[src/verilog/fls_defines.vh]
// Offsets, field positions, opcodes and reset values of the executor
`ifndef FLS_DEFINES_VH
`define FLS_DEFINES_VH

// Wishbone byte offsets
`define FLS_CMD_OFS        8'h00
`define FLS_OPERAND_OFS    8'h04
`define FLS_FLAGS_OFS      8'h08
`define FLS_STATUS_OFS     8'h0C
`define FLS_GPR_BASE       8'h80
`define FLS_GPR_MASK       8'h7C

// Command register fields
`define FLS_CMD_OP_LSB     0
`define FLS_CMD_OP_MSB     5
`define FLS_CMD_RD_LSB     8
`define FLS_CMD_RD_MSB     12
`define FLS_CMD_RR_LSB     16
`define FLS_CMD_RR_MSB     20

// Status register bits
`define FLS_STAT_BUSY      0
`define FLS_STAT_ILLEGAL   1

// Processor flag bit positions
`define FLS_FLAG_C         3'h0
`define FLS_FLAG_Z         3'h1
`define FLS_FLAG_N         3'h2
`define FLS_FLAG_V         3'h3
`define FLS_FLAG_S         3'h4
`define FLS_FLAG_H         3'h5
`define FLS_FLAG_T         3'h6
`define FLS_FLAG_I         3'h7

// Opcodes, group 00: plain transfers
`define FLS_NOP_OP                   6'h00
`define FLS_REGISTER_COPY_OP         6'h01
`define FLS_REGISTER_PAIR_COPY_OP    6'h02
`define FLS_IMMEDIATE_LOAD_OP        6'h03
`define FLS_DIRECT_DATA_LOAD_OP      6'h04
// Group 01: flag ops, bit 3 set means drop, bits 2:0 the flag
`define FLS_FLAG_GROUP               2'h1
`define FLS_CARRY_FLAG_CLEAR_OP      6'h18
`define FLS_NEGATIVE_FLAG_RAISE_OP   6'h12
`define FLS_NEGATIVE_FLAG_DROP_OP    6'h1A
`define FLS_ZERO_FLAG_RAISE_OP       6'h11
`define FLS_ZERO_FLAG_DROP_OP        6'h19
`define FLS_INTERRUPTS_ON_OP         6'h17
`define FLS_INTERRUPTS_OFF_OP        6'h1F
`define FLS_SIGN_FLAG_RAISE_OP       6'h14
`define FLS_SIGN_FLAG_DROP_OP        6'h1C
`define FLS_OVERFLOW_RAISE_OP        6'h13
`define FLS_OVERFLOW_DROP_OP         6'h1B
`define FLS_TRANSFER_BIT_DROP_OP     6'h1E
`define FLS_HALF_CARRY_RAISE_OP      6'h15
`define FLS_HALF_CARRY_DROP_OP       6'h1D
// Group 1x: pointer ops {1, store, ptr[1:0], mode[1:0]}
`define FLS_MODE_PLAIN     2'h0
`define FLS_MODE_POSTINC   2'h1
`define FLS_MODE_PREDEC    2'h2
`define FLS_MODE_DISP      2'h3
`define FLS_PTR_FIRST      2'h0
`define FLS_PTR_NONE       2'h3
// Pair index of the first pointer pair (registers 26:27)
`define FLS_PTR_PAIR_BASE  4'hD

// Reset values
`define FLS_FLAGS_RST      8'h00
`define FLS_GPR_RST        8'h00

`endif

[src/verilog/fls_regfile.v]
// General-purpose register file: byte and register-pair ports
`default_nettype none

module fls_regfile #(
	parameter NREG = 32,
	parameter AW   = 5
) (
	input  wire          clk_i,
	input  wire          rst_i,
	input  wire [AW-1:0] rd_b_idx_i,
	output wire [7:0]    rd_b_o,
	input  wire [AW-2:0] rd_w_idx_i,
	output wire [15:0]   rd_w_o,
	input  wire          wr_b_we_i,
	input  wire [AW-1:0] wr_b_idx_i,
	input  wire [7:0]    wr_b_data_i,
	input  wire          wr_w_we_i,
	input  wire [AW-2:0] wr_w_idx_i,
	input  wire [15:0]   wr_w_data_i
);
`include "fls_defines.vh"

	reg [7:0] mem_r [0:NREG-1];

	assign rd_b_o = mem_r[rd_b_idx_i];
	assign rd_w_o = {mem_r[{rd_w_idx_i, 1'b1}], mem_r[{rd_w_idx_i, 1'b0}]};

	genvar g;
	generate
		for (g = 0; g < NREG; g = g + 1) begin : g_reg
			localparam [AW-1:0] IDX = g;
			// Byte write wins over a pair write to the same register
			always @(posedge clk_i) begin
				if (rst_i) begin
					mem_r[g] <= `FLS_GPR_RST;
				end else if (wr_b_we_i && wr_b_idx_i == IDX) begin
					mem_r[g] <= wr_b_data_i;
				end else if (wr_w_we_i && wr_w_idx_i == IDX[AW-1:1]) begin
					mem_r[g] <= IDX[0] ? wr_w_data_i[15:8] : wr_w_data_i[7:0];
				end
			end
		end
	endgenerate

endmodule // fls_regfile
`default_nettype wire

[src/verilog/fls_flags.v]
// Processor flags register with single-bit set and clear
`default_nettype none

module fls_flags (
	input  wire       clk_i,
	input  wire       rst_i,
	input  wire       bit_we_i,
	input  wire [2:0] bit_idx_i,
	input  wire       bit_val_i,
	input  wire       sw_we_i,
	input  wire [7:0] sw_data_i,
	output reg  [7:0] flags_o
);
`include "fls_defines.vh"

	reg [7:0] flags_nxt;

	// A bit write moves only the addressed bit; a software write loads all eight bits
	always @* begin
		flags_nxt = flags_o;
		if (sw_we_i) begin
			flags_nxt = sw_data_i;
		end
		if (bit_we_i) begin
			flags_nxt[bit_idx_i] = bit_val_i;
		end
	end

	always @(posedge clk_i) begin
		if (rst_i) begin
			flags_o <= `FLS_FLAGS_RST;
		end else begin
			flags_o <= flags_nxt;
		end
	end

endmodule // fls_flags
`default_nettype wire

[src/verilog/fls_exec.v]
// Flag and load/store executor with Wishbone register access
//
// The address map and the Wishbone register port were chosen for this implementation.
`default_nettype none

//
// Operation
// - Overflow raise/drop: one cycle, only V
// - Half-carry raise/drop: one cycle, only H
// - Sign raise/drop: one cycle, only S
// - First pointer post-increment load: read, then +1
// - First pointer pre-decrement load: -1, then read
// - Second pointer plain, post-inc, pre-dec loads
// - Third pointer plain, post-inc, pre-dec loads
// - Displacement load on second/third, pointer kept
// - Direct load from instruction address, two cycles
// - Post-increment store: write, then pointer +1
// - Pre-decrement store: pointer -1, then write
module fls_exec #(
	parameter ADR_W = 8,
	parameter DAW   = 16
) (
	input  wire             clk_i,
	input  wire             rst_i,
	input  wire             wb_cyc_i,
	input  wire             wb_stb_i,
	input  wire             wb_we_i,
	input  wire [ADR_W-1:0] wb_adr_i,
	input  wire [3:0]       wb_sel_i,
	input  wire [31:0]      wb_dat_i,
	output reg  [31:0]      wb_dat_o,
	output reg              wb_ack_o,
	output reg  [DAW-1:0]   dmem_addr_o,
	output reg  [7:0]       dmem_wdata_o,
	output reg              dmem_re_o,
	output reg              dmem_we_o,
	input  wire [7:0]       dmem_rdata_i,
	output wire [7:0]       flags_o,
	output reg              busy_o
);
`include "fls_defines.vh"

	localparam [1:0] ST_IDLE = 2'h0;
	localparam [1:0] ST_EXEC = 2'h1;
	localparam [1:0] ST_MEM  = 2'h2;
	localparam [ADR_W-1:0] GPR_BASE = `FLS_GPR_BASE;
	localparam [ADR_W-1:0] GPR_MASK = `FLS_GPR_MASK;

	// Byte-lane merge of a bus write into a register
	function [31:0] wb_merge;
		input [31:0] old_v;
		input [31:0] new_v;
		input [3:0]  sel;
		integer k;
		begin
			wb_merge = old_v;
			for (k = 0; k < 4; k = k + 1) begin
				if (sel[k]) begin
					wb_merge[8*k +: 8] = new_v[8*k +: 8];
				end
			end
		end
	endfunction

	reg  [1:0]       state_r;
	reg  [1:0]       state_nxt;
	reg  [31:0]      cmd_r;
	reg  [15:0]      operand_r;
	reg              illegal_r;
	reg              illegal_nxt;
	reg  [DAW-1:0]   addr_nxt;
	reg  [7:0]       wdata_nxt;
	reg              re_nxt;
	reg              we_nxt;
	reg              fl_we;
	reg              rb_we;
	reg  [7:0]       rb_data;
	reg              rw_we;
	reg  [3:0]       rw_idx;
	reg  [15:0]      rw_data;
	reg  [31:0]      rdat_nxt;
	reg  [31:0]      cmd_wr;
	reg  [31:0]      opnd_wr;

	wire [5:0]  op    = cmd_r[`FLS_CMD_OP_MSB:`FLS_CMD_OP_LSB];
	wire [4:0]  rd    = cmd_r[`FLS_CMD_RD_MSB:`FLS_CMD_RD_LSB];
	wire [4:0]  rr    = cmd_r[`FLS_CMD_RR_MSB:`FLS_CMD_RR_LSB];
	wire        is_st = op[4];
	wire [1:0]  ptr   = op[3:2];
	wire [1:0]  mode  = op[1:0];
	wire [3:0]  ptr_pair = `FLS_PTR_PAIR_BASE + {2'h0, ptr};

	wire        bus_req  = wb_cyc_i & wb_stb_i & ~wb_ack_o;
	wire        bus_wr   = bus_req & wb_we_i;
	wire        idle     = (state_r == ST_IDLE);
	wire        hit_cmd  = (wb_adr_i == `FLS_CMD_OFS);
	wire        hit_opnd = (wb_adr_i == `FLS_OPERAND_OFS);
	wire        hit_flag = (wb_adr_i == `FLS_FLAGS_OFS);
	wire        hit_stat = (wb_adr_i == `FLS_STATUS_OFS);
	wire        hit_gpr  = ((wb_adr_i & ~GPR_MASK) == GPR_BASE);
	wire        cmd_go   = bus_wr & idle & hit_cmd & wb_sel_i[0];
	wire        gpr_wr   = bus_wr & idle & hit_gpr & wb_sel_i[0];
	wire        flag_wr  = bus_wr & idle & hit_flag & wb_sel_i[0];

	// Displacement form exists only for the second and third pointer,
	// and only as a load here
	wire        ptr_bad  = (ptr == `FLS_PTR_NONE) |
		((mode == `FLS_MODE_DISP) & (is_st | ptr == `FLS_PTR_FIRST));

	wire [7:0]  rd_b;
	wire [15:0] rd_w;
	wire [4:0]  rd_b_idx = idle ? wb_adr_i[6:2] : rr;
	wire [3:0]  rd_w_idx = (op == `FLS_REGISTER_PAIR_COPY_OP) ?
		rr[4:1] : ptr_pair;

	// Effective address for the memory phase
	wire [15:0] ptr_dec  = rd_w - 16'h0001;
	wire [15:0] ptr_inc  = rd_w + 16'h0001;
	wire [15:0] ptr_disp = rd_w + operand_r;
	reg  [15:0] eff_addr;

	always @* begin
		case (mode)
			`FLS_MODE_PREDEC: eff_addr = ptr_dec;
			`FLS_MODE_DISP:   eff_addr = ptr_disp;
			default:          eff_addr = rd_w;
		endcase
	end

	fls_regfile #(
		.NREG (32),
		.AW   (5)
	) u_regfile (
		.clk_i       (clk_i),
		.rst_i       (rst_i),
		.rd_b_idx_i  (rd_b_idx),
		.rd_b_o      (rd_b),
		.rd_w_idx_i  (rd_w_idx),
		.rd_w_o      (rd_w),
		.wr_b_we_i   (rb_we | gpr_wr),
		.wr_b_idx_i  (gpr_wr ? wb_adr_i[6:2] : rd),
		.wr_b_data_i (gpr_wr ? wb_dat_i[7:0] : rb_data),
		.wr_w_we_i   (rw_we),
		.wr_w_idx_i  (rw_idx),
		.wr_w_data_i (rw_data)
	);

	fls_flags u_flags (
		.clk_i     (clk_i),
		.rst_i     (rst_i),
		.bit_we_i  (fl_we),
		.bit_idx_i (op[2:0]),
		.bit_val_i (~op[3]),
		.sw_we_i   (flag_wr),
		.sw_data_i (wb_dat_i[7:0]),
		.flags_o   (flags_o)
	);

	// Execution sequencing
	always @* begin
		state_nxt   = state_r;
		illegal_nxt = illegal_r;
		addr_nxt    = dmem_addr_o;
		wdata_nxt   = dmem_wdata_o;
		re_nxt      = 1'b0;
		we_nxt      = 1'b0;
		fl_we       = 1'b0;
		rb_we       = 1'b0;
		rb_data     = 8'h00;
		rw_we       = 1'b0;
		rw_idx      = rd[4:1];
		rw_data     = 16'h0000;
		case (state_r)
			ST_IDLE: begin
				if (cmd_go) begin
					state_nxt   = ST_EXEC;
					illegal_nxt = 1'b0;
				end
			end
			ST_EXEC: begin
				state_nxt = ST_IDLE;
				if (op[5]) begin
					if (ptr_bad) begin
						illegal_nxt = 1'b1;
					end else begin
						addr_nxt  = eff_addr[DAW-1:0];
						re_nxt    = ~is_st;
						we_nxt    = is_st;
						wdata_nxt = rd_b;
						state_nxt = ST_MEM;
					end
				end else if (op[5:4] == `FLS_FLAG_GROUP) begin
					fl_we = 1'b1;
				end else begin
					case (op)
						`FLS_NOP_OP: begin
						end
						`FLS_REGISTER_COPY_OP: begin
							rb_we   = 1'b1;
							rb_data = rd_b;
						end
						`FLS_REGISTER_PAIR_COPY_OP: begin
							rw_we   = 1'b1;
							rw_data = rd_w;
						end
						`FLS_IMMEDIATE_LOAD_OP: begin
							rb_we   = 1'b1;
							rb_data = operand_r[7:0];
						end
						`FLS_DIRECT_DATA_LOAD_OP: begin
							addr_nxt  = operand_r[DAW-1:0];
							re_nxt    = 1'b1;
							state_nxt = ST_MEM;
						end
						default: begin
							illegal_nxt = 1'b1;
						end
					endcase
				end
			end
			ST_MEM: begin
				state_nxt = ST_IDLE;
				if (!(op[5] && is_st)) begin
					rb_we   = 1'b1;
					rb_data = dmem_rdata_i;
				end
				if (op[5]) begin
					rw_idx = ptr_pair;
					if (mode == `FLS_MODE_POSTINC) begin
						rw_we   = 1'b1;
						rw_data = ptr_inc;
					end else if (mode == `FLS_MODE_PREDEC) begin
						rw_we   = 1'b1;
						rw_data = ptr_dec;
					end
				end
			end
			default: begin
				state_nxt = ST_IDLE;
			end
		endcase
	end

	// Register read mux; GPR window reads as zero while busy
	always @* begin
		rdat_nxt = 32'h00000000;
		if (hit_cmd) begin
			rdat_nxt = cmd_r;
		end else if (hit_opnd) begin
			rdat_nxt = {16'h0000, operand_r};
		end else if (hit_flag) begin
			rdat_nxt = {24'h000000, flags_o};
		end else if (hit_stat) begin
			rdat_nxt[`FLS_STAT_BUSY]    = ~idle;
			rdat_nxt[`FLS_STAT_ILLEGAL] = illegal_r;
		end else if (hit_gpr && idle) begin
			rdat_nxt = {24'h000000, rd_b};
		end
	end

	always @* begin
		cmd_wr  = wb_merge(cmd_r, wb_dat_i, wb_sel_i);
		opnd_wr = wb_merge({16'h0000, operand_r}, wb_dat_i, wb_sel_i);
	end

	always @(posedge clk_i) begin
		if (rst_i) begin
			state_r      <= ST_IDLE;
			cmd_r        <= 32'h00000000;
			operand_r    <= 16'h0000;
			illegal_r    <= 1'b0;
			wb_ack_o     <= 1'b0;
			wb_dat_o     <= 32'h00000000;
			dmem_addr_o  <= {DAW{1'b0}};
			dmem_wdata_o <= 8'h00;
			dmem_re_o    <= 1'b0;
			dmem_we_o    <= 1'b0;
			busy_o       <= 1'b0;
		end else begin
			state_r      <= state_nxt;
			illegal_r    <= illegal_nxt;
			dmem_addr_o  <= addr_nxt;
			dmem_wdata_o <= wdata_nxt;
			dmem_re_o    <= re_nxt;
			dmem_we_o    <= we_nxt;
			busy_o       <= (state_nxt != ST_IDLE);
			wb_ack_o     <= bus_req;
			if (bus_req) begin
				wb_dat_o <= wb_we_i ? 32'h00000000 : rdat_nxt;
			end
			if (bus_wr && idle && hit_cmd) begin
				cmd_r <= cmd_wr & 32'h001F1F3F;
			end
			if (bus_wr && idle && hit_opnd) begin
				operand_r <= opnd_wr[15:0];
			end
		end
	end

endmodule // fls_exec
`default_nettype wire

[config.mk]
export PLATFORM = sky130hd
export DESIGN_NAME = fls_exec
export DESIGN_NICKNAME = d
export VERILOG_FILES = /design/src/verilog/fls_regfile.v /design/src/verilog/fls_flags.v /design/src/verilog/fls_exec.v
export VERILOG_INCLUDE_DIRS = /design/src /design/src/verilog
export SDC_FILE = /design/constraint.sdc
export NUM_CORES = 1
export LEC_CHECK = 0
export BUFFER_PORTS_ARGS = -buffer_cell sky130_fd_sc_hd__buf_2
export CAP_MARGIN = 20
export CORE_MARGIN = 1.5
export CORE_UTILIZATION = 35
export CTS_BUF_LIST = sky130_fd_sc_hd__clkbuf_4
export CTS_CLUSTER_SIZE = 30
export DETAILED_ROUTE_END_ITERATION = 10
export PLACE_DENSITY_LB_ADDON = 0.08
export SETUP_SLACK_MARGIN = 0.15
export SYNTH_ARGS = -nofsm -noshare
export SYNTH_HDL_FRONTEND = slang
export SYNTH_HIERARCHICAL = 1
export SYNTH_SLANG_ARGS = --single-unit
[constraint.sdc]
create_clock -name clk_i -period 19.2 [get_ports clk_i]
set_clock_uncertainty 0.15 [all_clocks]
set_input_delay 1.92 -clock clk_i [delete_from_list [all_inputs] [get_ports clk_i]]
set_output_delay 1.92 -clock clk_i [all_outputs]
set_load 0.05 [all_outputs]
# Yosys cells after proc, flatten, opt, wreduce, memory -nomap -nowiden
# Memories as Yosys holds them, arrays and structs flattened.
# Cells that the tools add are included.
# op_classes
addsub	4
mul	0
div	0
magnitude_cmp	2
eq_ne	67
shifts	0
muxes	340
bitwise	85
n_reduce_logical	75
# ops
op	n
$mux 8	71
$mux 1	233
$mux 16	10
$mux 32	4
$eq 5x5->1 const B	16
$or 1x1->1	67
$pmux 16 s2	2
$logic_and 1x1->1	54
$eq 5x4->1 const B	8
$eq 4x4->1 const B	8
$pmux 8 s2	2
$mux 30	1
$eq 5x3->1 const B	4
$add 16x1->16 const B	1
$add 16x16->16	1
$eq 4x3->1 const B	4
$eq 8x4->1 const B	2
$sub 16x1->16 const B	1
$eq 6x2->1 const B	2
$mux 2	6
$mux 4	3
$and 1x1->1	11
$eq 5x2->1 const B	2
$mux 5	2
other kinds (33)	58
# totals
ff_bits	103
latch_bits	0
ram_bits	256
mem_bits_ro	0
n_memories	1
# mem_list
name	words	width	rd	rd_ports_with_merged_regs	write_ports	line	text
u_regfile.mem_r	32	8	3	0	32	fls_regfile.v:23	reg [7:0] mem_r [0:NREG-1];

# Longest topological paths before layout
# Gate-level depths: netlist (run 1).
# logic_depth
word_depth	14
ltp_mapped	24

# Hierarchy
# Netlist (run 1), hierarchy kept.
# by_module_without_submodules
mod	n_inst	cells_per_inst	area_per_inst_um2
fls_regfile	1	1014	15426.0
fls_exec	1	871	6525.0
fls_flags	1	43	419.2

# Worst setup path after synthesis (run 1)
# Ideal clock, no wire load.
# synth_path
path_type	flip-flop to flip-flop
startpoint	register cmd_r[1]
endpoint	memory u_regfile.mem_r[11][2], data pin
setup_time_ns	0.256
t_arrival_ns	5.872
required_ns	18.794
path_slack_ns	12.921
path_stages_with_launch	22
path_buffers	8
synth_period_minus_slack_ns	6.279
path_cell_list	dfxtp_1 > ha_1 > clkbuf_1 > clkbuf_1 > buf_2 > nand3_1 > a21oi_1 > clkbuf_1 > buf_2 > mux4_2 > mux4_2 > clkbuf_1 > inv_1 > ha_1 > or4b_4 > or4_4 > a21oi_1 > a21oi_1 > o21a_1 > buf_1 > clkbuf_1 > a22o_1
# synth_rtl
element	line	text
start, declared	fls_exec.v:67	reg [31:0] cmd_r;
start signal, assigned	fls_exec.v:292	cmd_r <= cmd_wr & 32'h001F1F3F;
end, declared	fls_regfile.v:23	

==> impl_metrics.yaml, run 1 <==
outcome:
  status: "finished clean"
sta:
  setup_ws_ns: 11.42
  relSlewSlack: 0.238
  setup_viol: 0
  finalCriticalPeriod_ns: 7.78
  rsz0062_at_grt: "no"
  maxSlewViolCount: 0
  worst_pin_slew_ns: 1.14
  hold_viol: 0
  post-route-period-util: 0.405
  max_clock_freq_mhz: 129
  timing.setup.tns_ns: 0
global_route:
  gr-total-overflow: 0
  antenna_found_initial: 2
  grt_max_degree: 70
  met2_usage: 0.408
  grt_busiest_layer: "met2"
  grt_pass1_vias: 17517
  grt_pass1_wl_um: 125000
  use_met3: 0.0644
  grt_usage: 0.260
  grtUsageMet1: 0.352
setup_path:
  regToRegSetupSlack_ns: 11.42
  cp.arrival_ns: 8.37
  cp_common_cell: "buf_4"
  end_kind: "flop"
  start_kind: "flop"
  cp_max_fo: 35
  cp_cell_sequence: "inv_1, ha_1, buf_4, nand3_1, nor2_1, a21oi_4, buf_4, buf_4, mux4_2, mux4_2, inv_1, ha_1, or4b_4, nor3_2, nand3_1, o221ai_1, and2_1, a22o_1"
  crit_type: "flop to flop"
  slowest_stage: "and2_1"
  cp.required_ns: 19.80
  slowest_delay_ns: 0.91
detailed_routing:
  drtAntennaViolNets: 0
  drcViolationCount: 0
  first_pass_iters: 6
  finalWirelength_um: 87000
  wl_per_cell_um: 29.8
  via_per_inst: 6.26
  first_iter_violations: 2048
  vias: 18243
floorplan:
  start_util: 0.355
  ioPinCount: 125
  fp.dieH_um: 256
  core_um2: 63100
  die-width_um: 256
  rows: 92
  dieArea_um2: 65400
pwr:
  power.leakage_nw: 8.60
  max-vdd-ir-drop_mv: 0.0337
  powerDensity_nw_per_um2: 67.4
clocking:
  post_cts_resize_count: 0
  numCtsBuffers: 102
  clkLatencyLatePin_ns: 0.92
  cts_buffer_depth: 3
  hold_buffers: 0
  clkTransAtPathRegs_ns: 0.06
  cts_tree: "yes"
  clock-sinks: 348
  h-tree-depth: 3
  post_cts_buffers: 0
  root_buffer: "clkbuf_4"
synthesis:
  syn_inst: 1928
  synth-main-ff-cell: "edfxtp_1"
  synth-edff-count: 256
  avgSynthCellArea_um2: 11.6
  syn_area_um2: 22400
  synth_warnings: 6
  synth_top_area_frac: 0.344
  yosysUniqueCellTypes: 92
  synth-seq-cells: 348
  async_flop_share: 0
  synth_area_leaders: "edfxtp_1, mux4_2, a22o_1"
  yosysTopAreaCell: "edfxtp_1"
  yosysSeqAreaShare: 0.426
finish:
  final_cell_mix: "a22o_1, edfxtp_1, mux4_2"
  multi_input_area_um2: 11900
  layout_commonest_cell: "a22o_1"
  layout.nets: 2073
  area_growth_pct: 10.8
  regArea_um2: 9530
  fillCellCount: 6299
  drive_above_1_share: 0.269
  post-route-util: 0.393
worst_hold_path:
  hold_path_class: "flop to flop"
placement:
  io_buffers: 101
  dp_slack_ns: 11.46
  place.gp.congestion: 0.950
  hpwl_um: 63800
run:
  drv_cap: 0
-- routing by layer --
| layer | wire length (um) | vias up |
|---|---|---|
| met1 | 37300 | 9244 |
| met4 | 2920 | 0 |
| li1 | - | 7945 |
| met5 | 0 | - |
| met2 | 39700 | 923 |
| met3 | 7110 | 131 |
-- cells in the mapped netlist (all sizes together), types with 11 or more instances --
cell,count
a22o,257
edfxtp,256
mux4,160
nand2,146
clkbuf,138
nor2,114
a21oi,96
dfxtp,92
buf,81
nor3,55
o21ai,52
mux2i,41
nand3,39
a211oi,38
ha,27
a22oi,23
mux2,20
inv,18
nor2b,17
nand2b,13
o21a,12
a31oi,11
o2111ai,11
-- cell type report --
cell class,instances,area share
inverter,18,0.00273
antenna,9,0.000909
sequential,348,0.384
clock inverter,28,0.00621
clock buffer,146,0.0442
multi-input combinational,1353,0.480
tap,846,0.0427
timing repair buffer,165,0.0391
-- path summary, 6_finish.rpt --
check,startpoint,cells after the start,endpoint
setup / recovery,cmd_r[0],18,u_regfile/mem_r[17][6]
hold / removal,dmem_wdata_o[2],2,dmem_wdata_o[2]
setup reg to reg,cmd_r[0],18,u_regfile/mem_r[17][6]
hold reg to reg,dmem_wdata_o[2],2,dmem_wdata_o[2]
-- state kept, by name, indices dropped and copies added (netlist names) --
| name | flops |
|---|---|
| wb_ack_o | 1 |
| dmem_we_o | 1 |
| illegal_r | 1 |
| state_r | 2 |
| operand_r | 16 |
| wb_dat_o | 21 |
| dmem_re_o | 1 |
| u_regfile/mem_r | 256 |
| u_flags/flags_o | 8 |
| cmd_r | 16 |
| dmem_wdata_o | 8 |
| dmem_addr_o | 16 |
| busy_o | 1 |
-- stage by stage --
stage          power, mW  cell area, um2  hold slack (ns)  instances
2_1_floorplan      0.930           22400            0.315       1938
3_3_place_gp       0.978           23400            0.296       2715
3_5_place_dp       0.979           23400            0.301       2718
4_1_cts             1.69           24700            0.309       2892
5_1_grt             1.74           24800            0.317       2911
6_report            1.67           24800            0.304       2913
-- kinds of logic after synthesis --
family | Yosys count | synth area share
AOI/OAI and AO/OA | 590 | 0.203
and+or+nand+nor | 489 | 0.114
DFF | 348 | 0.426
buffers and inverters | 237 | 0.0460
muxes | 221 | 0.189
adders and majority gates | 28 | 0.0160
xor gates and xnor gates | 14 | 0.00548
other | 1 | 0.000168
-- where the power goes --
group / switching [mW] / total, mW / internal [mW]
Sequential: 0.0140 / 0.838 / 0.824
Combinational: 0.0802 / 0.129 / 0.0485
Clock: 0.344 / 0.704 / 0.360
Total: 0.438 / 1.67 / 1.23
-- critical path: cells and delay by family (launching register included) --
kind / cells / cell delay, ns
buf+inv: 5 / 1.79
flops: 1 / 0.72
compound gates: 3 / 0.58
fa+ha+maj: 2 / 0.49
simple gates: 6 / 2.50
mux: 2 / 1.29
(Power assumes the default switching activity.)
==> inputs of run 2 (changes only) <==
clock period = 8.1 ns   (was 19.2 ns; I/O delays follow)
==> run 2 against run 1 <==
Compared with the run above:
- clock power rose to 2.5 times the previous value
- sequential share of layout area decreased by 0.45 points
- hold slack worse by 0.23 ns
- non-clock buffer count rose by 20
- critical path type unchanged
==> impl_metrics.yaml, run 2 (synthesis results as in run 1) <==
outcome:
  status: "finished clean"
detailed_routing:
  first_pass_iters: 6
  drcViolationCount: 0
  via_per_inst: 6.33
  first_iter_violations: 2008
  drtAntennaViolNets: 0
  wl_per_cell_um: 30.2
  finalWirelength_um: 88600
  vias: 18582
global_route:
  grt_max_degree: 70
  gr-total-overflow: 0
  grt_usage: 0.266
  grt_pass1_wl_um: 128000
  antenna_found_initial: 3
  grt_pass1_vias: 17878
finish:
  layout_commonest_cell: "a22o_1"
  biggestRegsByFlops: "u_regfile/mem_r x256, wb_dat_o x21"
  drive_above_1_share: 0.276
  fillCellCount: 6234
  top_register: "u_regfile/mem_r"
  multi_input_area_um2: 11900
  area_growth_pct: 12.1
  regArea_um2: 9530
  largest_register_ffs: 256
  post-route-util: 0.398
  final_cell_mix: "a22o_1, edfxtp_1, mux4_2"
  layout.nets: 2093
floorplan:
  core_um2: 63100
  ioPinCount: 125
  start_util: 0.355
  fp.dieH_um: 256
  rows: 92
  die-width_um: 256
  dieArea_um2: 65400
pwr:
  powerDensity_nw_per_um2: 162
  power.leakage_nw: 8.78
  max-vdd-ir-drop_mv: 0.108
worst_hold_path:
  min-delay-start: "wb_dat_i[16]"
  hold_depth: 3
  hold_end: "cmd_r[16]"
  hold_path_class: "input pin to flop"
setup_path:
  end_kind: "flop"
  start_kind: "flop"
  regToRegSetupSlack_ns: 1.29
  crit_type: "flop to flop"
  worst_r2r_path_depth: 14
  cp.arrival_ns: 7.37
  r2r_end: "u_regfile/mem_r[19][2]"
  cp.required_ns: 8.66
  cp_max_fo: 50
  reg2reg_from: "cmd_r[3]"
clocking:
  root_buffer: "clkbuf_4"
  post_cts_buffers: 0
  h-tree-depth: 3
  cts_buffer_depth: 3
  clock-sinks: 348
  clkTransAtPathRegs_ns: 0.07
  numCtsBuffers: 102
  cts_tree: "yes"
  clkLatencyLatePin_ns: 0.89
sta:
  finalCriticalPeriod_ns: 6.81
  rsz0062_at_grt: "no"
  hold_viol: 0
  relSlewSlack: 0.185
  maxSlewViolCount: 0
  timing.setup.tns_ns: 0
  setup_viol: 0
  post-route-period-util: 0.841
  max_clock_freq_mhz: 147
  worst_pin_slew_ns: 1.22
run:
  drv_cap: 0
placement:
  io_buffers: 101
  hpwl_um: 64600
  place.gp.congestion: 0.889
==> run 2: cell count changes in the layout (fill, tap and decap cells not counted), sizes merged <==
cell | previous run | this run
clkinvlp | 2 | 1
buf | 162 | 173
inv | 20 | 21
bufinv | 1 | 2
clkbuf | 149 | 159
clkinv | 23 | 22
diode | 9 | 2
dlygate4sd3 | 0 | 10
==> run 2: worst max path at each step <==
stage / startpoint / endpoint / slack, ns
global placement: cmd_r[3] / u_regfile/mem_r[17][2] / 1.48
global route: cmd_r[3] / u_regfile/mem_r[19][2] / 1.03
detailed placement: cmd_r[3] / u_regfile/mem_r[19][2] / 1.40
finish: cmd_r[3] / u_regfile/mem_r[19][2] / 1.29
floorplan: cmd_r[1] / u_regfile/mem_r[11][2] / 1.82
CTS: cmd_r[3] / u_regfile/mem_r[19][2] / 1.39
==> run 2: layout make-up <==
| cell class | instances | area share |
|---|---|---|
| multi-input cells | 1353 | 0.474 |
| flip-flops and latches | 348 | 0.380 |
| clock buffers | 157 | 0.0470 |
| repair buffers | 185 | 0.0463 |
| well taps | 846 | 0.0422 |
| clock inverters | 28 | 0.00738 |
| inverters | 18 | 0.00269 |
| diodes | 2 | 0.000200 |
==> run 2: stage by stage <==
step	worst slack, ns	std cells	instance area, um2	hold WS [ns]	power [mW]
finish	1.29	2937	25100	0.0737	4.07
detailed placement	1.40	2730	23500	0.296	2.32
CTS	1.39	2925	25000	0.00192	4.12
global route	1.03	2936	25100	0.0259	4.23
floorplan	1.82	1938	22400	0.315	2.21
global placement	1.48	2724	23500	0.297	2.32
==> run 2: critical path, cell delays in order (launching register included) <==
cell and delay [ns]:
dfxtp_1 0.36, inv_1 0.37, ha_1 0.39, nand3_1 0.37
a21oi_4 0.29, buf_12 0.37, buf_4 0.38, mux4_2 0.66
mux4_2 0.66, or4b_4 0.63, nor2_1 0.37, a31oi_1 0.14
a21oi_1 0.20, o21a_1 0.96, a22o_1 0.25
==> run 2: layer usage <==
layer | track usage | part of all wire | vias to the layer above
met1 | 0.366 | 0.42 | 9381
li1 | - | - | 7994
met3 | 0.0649 | 0.090 | 177
met4 | 0.109 | 0.043 | 4
met2 | 0.401 | 0.44 | 1026
met5 | 0 | 0.00028 | -
==> run 2: power breakdown <==
part / internal [mW] / switching, mW
Clock: 0.946 / 0.833
Sequential: 1.95 / 0.0330
Combinational: 0.119 / 0.191
Total: 3.02 / 1.06
==> run 2: repair_timing <==
action / 4_1_cts / 5_1_grt
resized for setup: 0 / 0
hold endpoints to repair: 15 / 0
setup endpoints to repair: 0 / 0
hold buffers: 10 / 0
